`src/sysexc_pkg.sv`:
```
package sysexc_pkg;

  // ------------------------------------------------------------
  // register map (byte addresses)
  // ------------------------------------------------------------
  localparam logic [7:0] ADDR_STATUS    = 8'h00;
  localparam logic [7:0] ADDR_PC_LIMIT  = 8'h04;
  localparam logic [7:0] ADDR_SP_LIMIT  = 8'h08;
  localparam logic [7:0] ADDR_CONTROL   = 8'h0c;

  // ------------------------------------------------------------
  // status and control fields
  // ------------------------------------------------------------
  localparam int BIT_PC_LIMIT   = 0;
  localparam int BIT_SP_LIMIT   = 1;
  localparam int BIT_DIV_ZERO   = 2;
  localparam int BIT_DIV_OVF    = 3;
  localparam int BIT_ILLEGAL    = 4;
  localparam int NUM_FLAGS      = 5;
  localparam int BIT_DBG_BREAK  = 0;

  // ------------------------------------------------------------
  // reset values and constants
  // ------------------------------------------------------------
  localparam logic [31:0] PC_LIMIT_RESET = 32'hffffffff;
  localparam logic [31:0] SP_LIMIT_RESET = 32'h00000000;
  localparam logic [4:0]  FLAGS_RESET    = 5'h0;
  localparam logic [15:0] OP_ILLEGAL     = 16'hffff;
  localparam logic [15:0] OP_DEBUG_BREAK = 16'h0000;
  localparam logic [31:0] EXC_VECTOR     = 32'h00000008;
  localparam logic [31:0] SP_FLAGS_STEP  = 32'h00000001;
  localparam logic [31:0] SP_PC_STEP     = 32'h00000005;
  localparam logic [1:0]  RESP_OKAY      = 2'h0;
  localparam logic [1:0]  RESP_SLVERR    = 2'h2;

  typedef enum logic [2:0] {
    S_IDLE   = 3'b000,
    S_WAIT   = 3'b001,
    S_FLAGS  = 3'b010,
    S_PC     = 3'b011,
    S_VECTOR = 3'b100,
    S_TRAP   = 3'b101
  } seq_t;

endpackage

```
`src/system_exception_unit.sv`:
```
// Operation
// - fetched pc above limit raises pc exception
// - pc exception sets pc limit flag
// - pc flag suppresses repeats; write one clears
// - sp change below limit raises stack exception
// - stack flag set, suppresses repeats, w1c
// - stack exception never blocks stack writes
// - interrupt pushes finish before exception pushes
// - zero divisor raises exception, sets flag
// - divide zero flag suppresses repeats, w1c
// - wide divide overflow raises exception, sets flag
// - divide overflow flag suppresses repeats, w1c
// - unimplemented or all-ones opcode is illegal
// - break opcode illegal when debugger breaks off
// - illegal vectors via quad eight, unincremented pc
// - illegal flag set; no repeat pc push
// - trap vector times four gives quad address
// - trap sets no exception flag
// - trap one fetches reset vector quad
// - push flags at sp-1, pc at sp-6, vector
// - exceptions ignore every enable except the debug break enable for the break opcode
`timescale 1ns/1ps
module system_exception_unit (
  // clock and reset
  input  wire logic                 core_clk,
  input  wire logic                 rst_n,
  // axi4-lite slave
  input  wire logic [7:0]           s_axi_awaddr,
  input  wire logic                 s_axi_awvalid,
  output logic                      s_axi_awready,
  input  wire logic [31:0]          s_axi_wdata,
  input  wire logic [3:0]           s_axi_wstrb,
  input  wire logic                 s_axi_wvalid,
  output logic                      s_axi_wready,
  output logic [1:0]                s_axi_bresp,
  output logic                      s_axi_bvalid,
  input  wire logic                 s_axi_bready,
  input  wire logic [7:0]           s_axi_araddr,
  input  wire logic                 s_axi_arvalid,
  output logic                      s_axi_arready,
  output logic [31:0]               s_axi_rdata,
  output logic [1:0]                s_axi_rresp,
  output logic                      s_axi_rvalid,
  input  wire logic                 s_axi_rready,
  // fetch unit
  input  wire logic                 fetchDone,
  input  wire logic [31:0]          fetchPc,
  input  wire logic [15:0]          fetchOpcode,
  input  wire logic                 opUnimplemented,
  // execute unit
  input  wire logic                 instrDone,
  input  wire logic                 spWrite,
  input  wire logic [31:0]          spValue,
  input  wire logic                 divExec,
  input  wire logic                 divZeroDivisor,
  input  wire logic                 wideDivExec,
  input  wire logic                 wideDivOverflow,
  input  wire logic                 irqPushBusy,
  input  wire logic                 trapExec,
  input  wire logic [7:0]           trapVector,
  // stack and program counter control
  output logic                      excBusy,
  output logic                      pushValid,
  output logic                      pushIsFlags,
  output logic [31:0]               pushAddr,
  output logic [31:0]               pushPc,
  output logic                      spLoad,
  output logic [31:0]               spNew,
  output logic                      vecFetch,
  output logic [31:0]               vecAddr
);
  import sysexc_pkg::*;

  // ------------------------------------------------------------
  // registers
  // ------------------------------------------------------------
  logic [31:0]          pcLimit;
  logic [31:0]          spLimit;
  logic [4:0]           excFlags;
  logic                 dbgBreakEn;
  logic [4:0]           pendFlags;
  logic [31:0]          savedPc;
  logic [31:0]          sp;
  logic                 pcPushNeeded;
  seq_t                 state;
  seq_t                 next_state;

  // ------------------------------------------------------------
  // axi4-lite slave
  // ------------------------------------------------------------
  logic                 awHeld;
  logic                 wHeld;
  logic [7:0]           awAddr;
  logic [31:0]          wData;
  logic                 arHeld;
  logic [7:0]           arAddr;

  wire wrFire = awHeld && wHeld && !s_axi_bvalid;
  wire wrOkay = (awAddr == ADDR_STATUS) || (awAddr == ADDR_PC_LIMIT) ||
                (awAddr == ADDR_SP_LIMIT) || (awAddr == ADDR_CONTROL);
  wire rdOkay = (arAddr == ADDR_STATUS) || (arAddr == ADDR_PC_LIMIT) ||
                (arAddr == ADDR_SP_LIMIT) || (arAddr == ADDR_CONTROL);
  wire rdFire = arHeld && !s_axi_rvalid;

  assign s_axi_awready = !awHeld;
  assign s_axi_wready  = !wHeld;
  assign s_axi_arready = !arHeld;

  always_ff @(posedge core_clk) begin
    if (!rst_n) begin
      awHeld <= 1'b0;
      wHeld  <= 1'b0;
      arHeld <= 1'b0;
      awAddr <= 8'h00;
      wData  <= 32'h00000000;
      arAddr <= 8'h00;
    end else begin
      if (s_axi_awvalid && !awHeld) begin
        awHeld <= 1'b1;
        awAddr <= s_axi_awaddr;
      end else if (wrFire) begin
        awHeld <= 1'b0;
      end
      if (s_axi_wvalid && !wHeld) begin
        wHeld <= 1'b1;
        wData <= s_axi_wdata;
      end else if (wrFire) begin
        wHeld <= 1'b0;
      end
      if (s_axi_arvalid && !arHeld) begin
        arHeld <= 1'b1;
        arAddr <= s_axi_araddr;
      end else if (rdFire) begin
        arHeld <= 1'b0;
      end
    end
  end

  // strobes are honoured per byte lane on the limit registers
  function automatic logic [31:0] mergeLanes(input logic [31:0] old, input logic [31:0] nv,
                                             input logic [3:0] strb);
    logic [31:0] m;
    m = old;
    for (int i = 0; i < 4; i++) begin
      if (strb[i]) begin
        m[i*8 +: 8] = nv[i*8 +: 8];
      end
    end
    return m;
  endfunction

  logic [3:0] wStrb;
  always_ff @(posedge core_clk) begin
    if (!rst_n) begin
      wStrb <= 4'h0;
    end else if (s_axi_wvalid && !wHeld) begin
      wStrb <= s_axi_wstrb;
    end
  end

  always_ff @(posedge core_clk) begin
    if (!rst_n) begin
      s_axi_bvalid <= 1'b0;
      s_axi_bresp  <= RESP_OKAY;
    end else if (wrFire) begin
      s_axi_bvalid <= 1'b1;
      s_axi_bresp  <= wrOkay ? RESP_OKAY : RESP_SLVERR;
    end else if (s_axi_bready) begin
      s_axi_bvalid <= 1'b0;
    end
  end

  logic [31:0] rdMux;
  assign rdMux = (arAddr == ADDR_STATUS)   ? {27'h0, excFlags} :
                 (arAddr == ADDR_PC_LIMIT) ? pcLimit :
                 (arAddr == ADDR_SP_LIMIT) ? spLimit :
                 (arAddr == ADDR_CONTROL)  ? {31'h0, dbgBreakEn} : 32'h00000000;

  always_ff @(posedge core_clk) begin
    if (!rst_n) begin
      s_axi_rvalid <= 1'b0;
      s_axi_rdata  <= 32'h00000000;
      s_axi_rresp  <= RESP_OKAY;
    end else if (rdFire) begin
      s_axi_rvalid <= 1'b1;
      s_axi_rdata  <= rdMux;
      s_axi_rresp  <= rdOkay ? RESP_OKAY : RESP_SLVERR;
    end else if (s_axi_rready) begin
      s_axi_rvalid <= 1'b0;
    end
  end

  wire wrStatus = wrFire && (awAddr == ADDR_STATUS) && wStrb[0];
  wire wrPcLim  = wrFire && (awAddr == ADDR_PC_LIMIT);
  wire wrSpLim  = wrFire && (awAddr == ADDR_SP_LIMIT);
  wire wrCtrl   = wrFire && (awAddr == ADDR_CONTROL) && wStrb[0];

  always_ff @(posedge core_clk) begin
    if (!rst_n) begin
      pcLimit    <= PC_LIMIT_RESET;
      spLimit    <= SP_LIMIT_RESET;
      dbgBreakEn <= 1'b0;
    end else begin
      if (wrPcLim) pcLimit <= mergeLanes(pcLimit, wData, wStrb);
      if (wrSpLim) spLimit <= mergeLanes(spLimit, wData, wStrb);
      if (wrCtrl)  dbgBreakEn <= wData[BIT_DBG_BREAK];
    end
  end

  // ------------------------------------------------------------
  // detection
  // ------------------------------------------------------------
  // no enable input exists here: only dbgBreakEn masks an exception, for the break opcode
  wire pcOver   = fetchDone && (fetchPc > pcLimit);
  wire spUnder  = spWrite && (spValue < spLimit);
  wire divZero  = divExec && divZeroDivisor;
  wire divide_overflow_flag   = wideDivExec && wideDivOverflow;
  wire illOp    = fetchDone && (opUnimplemented || (fetchOpcode == OP_ILLEGAL) ||
                  ((fetchOpcode == OP_DEBUG_BREAK) && !dbgBreakEn));

  logic [4:0] hits;
  assign hits[BIT_PC_LIMIT] = pcOver;
  assign hits[BIT_SP_LIMIT] = spUnder;
  assign hits[BIT_DIV_ZERO] = divZero;
  assign hits[BIT_DIV_OVF]  = divide_overflow_flag;
  assign hits[BIT_ILLEGAL]  = illOp;

  // a set flag blocks a fresh exception of the same kind
  wire [4:0] newExc = hits & ~excFlags;

  // set wins over the write-one clear in the same cycle
  wire [4:0] clrMask = wrStatus ? wData[4:0] : 5'h00;
  // raw hits re-set a flag so a clear racing an event never loses it
  wire [4:0] next_flags = (excFlags & ~clrMask) | hits;

  always_ff @(posedge core_clk) begin
    if (!rst_n) begin
      excFlags <= FLAGS_RESET;
    end else begin
      excFlags <= next_flags;
    end
  end

  // ------------------------------------------------------------
  // sequencer
  // ------------------------------------------------------------
  wire anyNew  = |newExc;
  wire launch  = instrDone && !irqPushBusy;
  assign excBusy = (state != S_IDLE);

  always_comb begin
    next_state = state;
    unique case (state)
      S_IDLE:   next_state = anyNew ? S_WAIT : (trapExec ? S_TRAP : S_IDLE);
      S_WAIT:   next_state = launch ? S_FLAGS : S_WAIT;
      S_FLAGS:  next_state = pcPushNeeded ? S_PC : S_VECTOR;
      S_PC:     next_state = S_VECTOR;
      S_VECTOR: next_state = S_IDLE;
      S_TRAP:   next_state = S_IDLE;
      default:  next_state = S_IDLE;
    endcase
  end

  always_ff @(posedge core_clk) begin
    if (!rst_n) begin
      state        <= S_IDLE;
      pendFlags    <= FLAGS_RESET;
      savedPc      <= 32'h00000000;
      pcPushNeeded <= 1'b0;
      sp           <= 32'h00000000;
    end else begin
      state <= next_state;
      if (spWrite) sp <= spValue;
      if (state == S_IDLE && anyNew) begin
        pendFlags <= newExc;
        // illegal opcode stacks the address of the opcode itself
        savedPc      <= fetchPc;
        pcPushNeeded <= 1'b1;
      end
      if (state == S_FLAGS) sp <= sp - SP_FLAGS_STEP;
      if (state == S_PC)    sp <= sp - SP_PC_STEP;
    end
  end

  // ------------------------------------------------------------
  // outputs
  // ------------------------------------------------------------
  // the unit only adds pushes; it never gates the cpu's own writes
  always_ff @(posedge core_clk) begin
    if (!rst_n) begin
      pushValid   <= 1'b0;
      pushIsFlags <= 1'b0;
      pushAddr    <= 32'h00000000;
      pushPc      <= 32'h00000000;
      spLoad      <= 1'b0;
      spNew       <= 32'h00000000;
      vecFetch    <= 1'b0;
      vecAddr     <= 32'h00000000;
    end else begin
      pushValid   <= (state == S_FLAGS) || (state == S_PC);
      pushIsFlags <= (state == S_FLAGS);
      pushAddr    <= (state == S_FLAGS) ? sp - SP_FLAGS_STEP : sp - SP_PC_STEP;
      pushPc      <= savedPc;
      spLoad      <= (state == S_FLAGS) || (state == S_PC);
      spNew       <= (state == S_FLAGS) ? sp - SP_FLAGS_STEP : sp - SP_PC_STEP;
      vecFetch    <= (state == S_VECTOR) || (state == S_TRAP);
      // trap quad is four times the vector; vector 1 is the reset quad
      vecAddr     <= (state == S_TRAP) ? {22'h0, trapVector, 2'b00}
                                       : EXC_VECTOR;
    end
  end

  // ------------------------------------------------------------
  // checks
  // ------------------------------------------------------------
  a_pc_flag_set: assert property (@(posedge core_clk) disable iff (!rst_n)
    pcOver |=> excFlags[BIT_PC_LIMIT]) else $error("pc limit flag not set");
  a_set_beats_clear: assert property (@(posedge core_clk) disable iff (!rst_n)
    (newExc[BIT_DIV_ZERO] && wrStatus) |=> excFlags[BIT_DIV_ZERO])
    else $error("clear beat hardware set");
  a_flag_holds: assert property (@(posedge core_clk) disable iff (!rst_n)
    (excFlags[BIT_DIV_ZERO] && !wrStatus) |=> excFlags[BIT_DIV_ZERO])
    else $error("divide zero flag dropped");
  a_push_order: assert property (@(posedge core_clk) disable iff (!rst_n)
    (state == S_FLAGS && pcPushNeeded) |=> (state == S_PC) ##1 (state == S_VECTOR))
    else $error("push order wrong");
  a_exc_vector: assert property (@(posedge core_clk) disable iff (!rst_n)
    (state == S_VECTOR) |=> (vecFetch && vecAddr == EXC_VECTOR))
    else $error("wrong exception vector");
  a_trap_quad: assert property (@(posedge core_clk) disable iff (!rst_n)
    (state == S_TRAP) |=> (vecAddr == {22'h0, $past(trapVector), 2'b00}))
    else $error("wrong trap quad");
  a_trap_no_flag: assert property (@(posedge core_clk) disable iff (!rst_n)
    (state == S_TRAP && !anyNew && !wrStatus) |=> $stable(excFlags))
    else $error("trap changed flags");
  a_irq_first: assert property (@(posedge core_clk) disable iff (!rst_n)
    (state == S_WAIT && irqPushBusy) |=> (state == S_WAIT))
    else $error("exception pushed during interrupt");
  a_pc_suppress: assert property (@(posedge core_clk) disable iff (!rst_n)
    excFlags[BIT_PC_LIMIT] |-> !newExc[BIT_PC_LIMIT]) else $error("pc exception repeated");
  a_illegal_op: assert property (@(posedge core_clk) disable iff (!rst_n)
    (fetchDone && fetchOpcode == OP_ILLEGAL) |=> excFlags[BIT_ILLEGAL])
    else $error("all-ones not illegal");

  c_pc_exc:   cover property (@(posedge core_clk) disable iff (!rst_n) pcOver ##[1:20] vecFetch);
  c_stack:    cover property (@(posedge core_clk) disable iff (!rst_n) newExc[BIT_SP_LIMIT]);
  c_trap:     cover property (@(posedge core_clk) disable iff (!rst_n) state == S_TRAP);
  c_clear:    cover property (@(posedge core_clk) disable iff (!rst_n) wrStatus && |excFlags);

endmodule

```
`config.mk`:
```
export PLATFORM = sky130hd
export DESIGN_NAME = system_exception_unit
export DESIGN_NICKNAME = d
export VERILOG_FILES = /design/src/sysexc_pkg.sv /design/src/system_exception_unit.sv
export SDC_FILE = /design/constraint.sdc
export NUM_CORES = 1
export LEC_CHECK = 0
export BUFFER_PORTS_ARGS = -buffer_cell sky130_fd_sc_hd__buf_4
export CAP_MARGIN = 40
export CORE_ASPECT_RATIO = 0.8
export CORE_MARGIN = 2
export CORE_UTILIZATION = 40
export DETAILED_ROUTE_END_ITERATION = 8
export GPL_ROUTABILITY_DRIVEN = 0
export GPL_TIMING_DRIVEN = 0
export PLACE_DENSITY = 0.62
export SKIP_CTS_REPAIR_TIMING = 1
export SYNTH_ARGS = -nofsm -noshare
export SYNTH_HDL_FRONTEND = slang
export SYNTH_SLANG_ARGS = --single-unit
```
`constraint.sdc`:
```
create_clock -name core_clk -period 3.3 [get_ports core_clk]
set_input_delay 0.165 -clock core_clk [delete_from_list [all_inputs] [get_ports core_clk]]
set_output_delay 0.165 -clock core_clk [all_outputs]
set_load 0.005 [all_outputs]
```
==> results.ini <==
[drt]
drtPass1Iterations=6
drc=0
detail_route.wl_per_cell_um=18.1
viasPerCell=5.23
first_iter_violations=1395
wl_um=49200
ant_nets=0
vias=14200

[run_status]
outcome=finished with violations
violations=hold timing

[cts]
clkLatencyLatePin_ns=0.53
root_buffer=clkbuf_16
numCtsBuffers=34
cts_tree=yes
clk_pin_slew_ns=0.06
clk_path_buf_depth=3
cts.sinks=304
htree_levels=2

[final_layout]
final_cell_mix=364 x buf_4, 313 x nand2_1, 304 x dfxtp_1, 145 x a21oi_1, 127 x nor2_1
drive_gt1_share_pct=19.9
syn_to_final_growth_pct=36.9
final_common_cell=buf_4
stdcell_area_um2=19400
postLayoutCoreUtil_pct=55.7
fin_nets=2446
fillers=3250

[min_path]
hold_class=in2reg
hold_depth=3

[global_routing]
grtUsageMet3_pct=4.52
grt_max_degree=15
antenna_found_initial=1
grt.busiest_layer=met2
grt_use_met1_pct=35.2
grtUsageMet2_pct=38.4
grt_pass1_wl_um=71500
grt-ovfl-total=0
grt_usage_pct=24.9
grt_pass1_vias=13000

[yosys]
avgSynthCellArea_um2=8.08
ys_ff_latch=304
synth_edf_count=0
synth_ff_type=dfxtp_1
ys.warnings.count=0
yosysUniqueCellTypes=70
syn_area_um2=14200
synth-async-reset-ratio_pct=0
syn_inst=1756
synth.yosys.seq_area_share_pct=42.9

[pwr]
leakagePower_nw=8.74
power_mw=9.76
p_per_area_nw_per_um2=502
vdd_drop_max_uv=332

[sta]
fin_setup_tns_ns=0
finalSetupViolCount=0
slew_headroom_pct=39.0
slew_viol_final=0
period_needed_ns=3.09
finalClockSkew_ns=0.0230
worst-slew-pin-transition_ns=0.912
hold_viol_final=4
fmaxAchievable_mhz=323
rsz0062_at_grt=no
period_share_pct=93.7
hold_ws_ns=-0.0174

[critical_path]
critical_path_class=reg2reg
reg2reg_depth=7
critical_path.slowest_cell=nor4_1
start_kind=flip-flop
slowest_delay_ns=0.71
crit_chain=clkbuf_1 -> nor4_1 -> nand4_1 -> nor4_2 -> a31oi_1 -> a221oi_1 -> nor2_1
arrival_ns=3.50
crit_fanout=9
end_kind=flip-flop
cp.required_ns=3.71
r2r_slack_ns=0.21

[job]
maxCapViolations=0

[place]
place_area_um2=17200
dp_hpwl_um=37500
numPortBuffers=303

[floorplan]
start_util_pct=40.7
fp.dieH_um=172
fp-row-count=61
die_w_um=215
die-area_um2=37000
fp.coreArea_um2=34900
ios=331

-- through the flow --
step / hold slack (ns) / setup slack, ns / instances
after floorplan: 0.264 / 0.586 / 1781
after global placement: 0.350 / 0.170 / 2556
after detailed placement: 0.353 / 0.327 / 2559
after CTS: -0.200 / 0.297 / 2619
after global routing: 0.00131 / 0.0890 / 2721
final: -0.0174 / 0.208 / 2722
-- cells in the mapped netlist, types with 20 or more instances --
| library cell | instances | area share (%) |
|---|---|---|
| a21oi_1 | 145 | 5.1 |
| a22oi_1 | 29 | 1.5 |
| buf_4 | 59 | 3.1 |
| clkbuf_1 | 84 | 2.2 |
| dfxtp_1 | 304 | 43 |
| ha_1 | 64 | 5.6 |
| inv_1 | 114 | 3.0 |
| mux2i_1 | 49 | 3.5 |
| nand2_1 | 313 | 8.3 |
| nand3_1 | 96 | 3.4 |
| nand4_1 | 20 | 0.88 |
| nor2_1 | 127 | 3.4 |
| nor3_1 | 33 | 1.2 |
| o21ai_0 | 78 | 2.8 |
| xnor2_1 | 21 | 1.3 |
-- logic make-up (layout without fill, tap and decap cells) --
| kind of cell | count (synthesis) | count (layout) | share of synthesized area (%) |
|---|---|---|---|
| buffers and inverters | 270 | 738 | 9.10 |
| AO/OA/AOI/OAI | 340 | 340 | 14.4 |
| adder cells (fa/ha/maj) | 67 | 67 | 5.86 |
| AND/OR/NAND/NOR | 687 | 687 | 21.8 |
| other | 1 | 27 | 0.0264 |
| flip-flops | 304 | 304 | 42.9 |
| XOR/XNOR | 35 | 35 | 2.16 |
| multiplexers | 52 | 52 | 3.78 |
-- routing by layer --
metal	vias to the layer above	wire (µm)
met5	-	0
met4	0	1400
met3	92	4180
met2	672	21500
met1	6625	22100
li1	6856	-
-- critical path: cells and delay by family (launching register included) --
kind	cells	cell delay, ns
DFF	1	0.30
buffers and inverters	1	0.22
AOI/OAI and AO/OA	2	0.58
and+or+nand+nor	4	1.88
-- flip-flops by register name, summed over array words and instances, names as in the netlist, 3 cells and up --
name,flops
wStrb,4
spNew,32
arAddr,8
awAddr,8
excFlags,5
sp,32
spLimit,32
state,3
savedPc,32
pushPc,32
s_axi_rdata,32
pcLimit,32
wData,32
vecAddr,8
-- cell type report --
type	instances	area [µm²]	share of cell area, %
multi-input cells	1207	6910	35.6
flip-flops and latches	304	6090	31.3
repair buffers	408	3320	17.1
clock buffers	46	1020	5.25
plain buffers	154	856	4.41
well taps	472	591	3.04
inverters	116	435	2.24
clock inverters	14	209	1.08
diodes	1	2.50	0.0129
-- report_power, final --
group          total [mW]  internal, mW  switching, mW
sequential           4.00          3.87          0.127
clock                4.17          2.57           1.60
combinational        1.58         0.749          0.836
total                9.76          7.19           2.57
-- final timing paths --
kind	endpoint	start
worst min register to register	pushPc[14]	savedPc[14]
worst max-delay path	sp[31]	sp[16]
worst max register to register	sp[31]	sp[16]
worst min-delay path	sp[14]	spValue[14]
(Power assumes the default switching activity.)
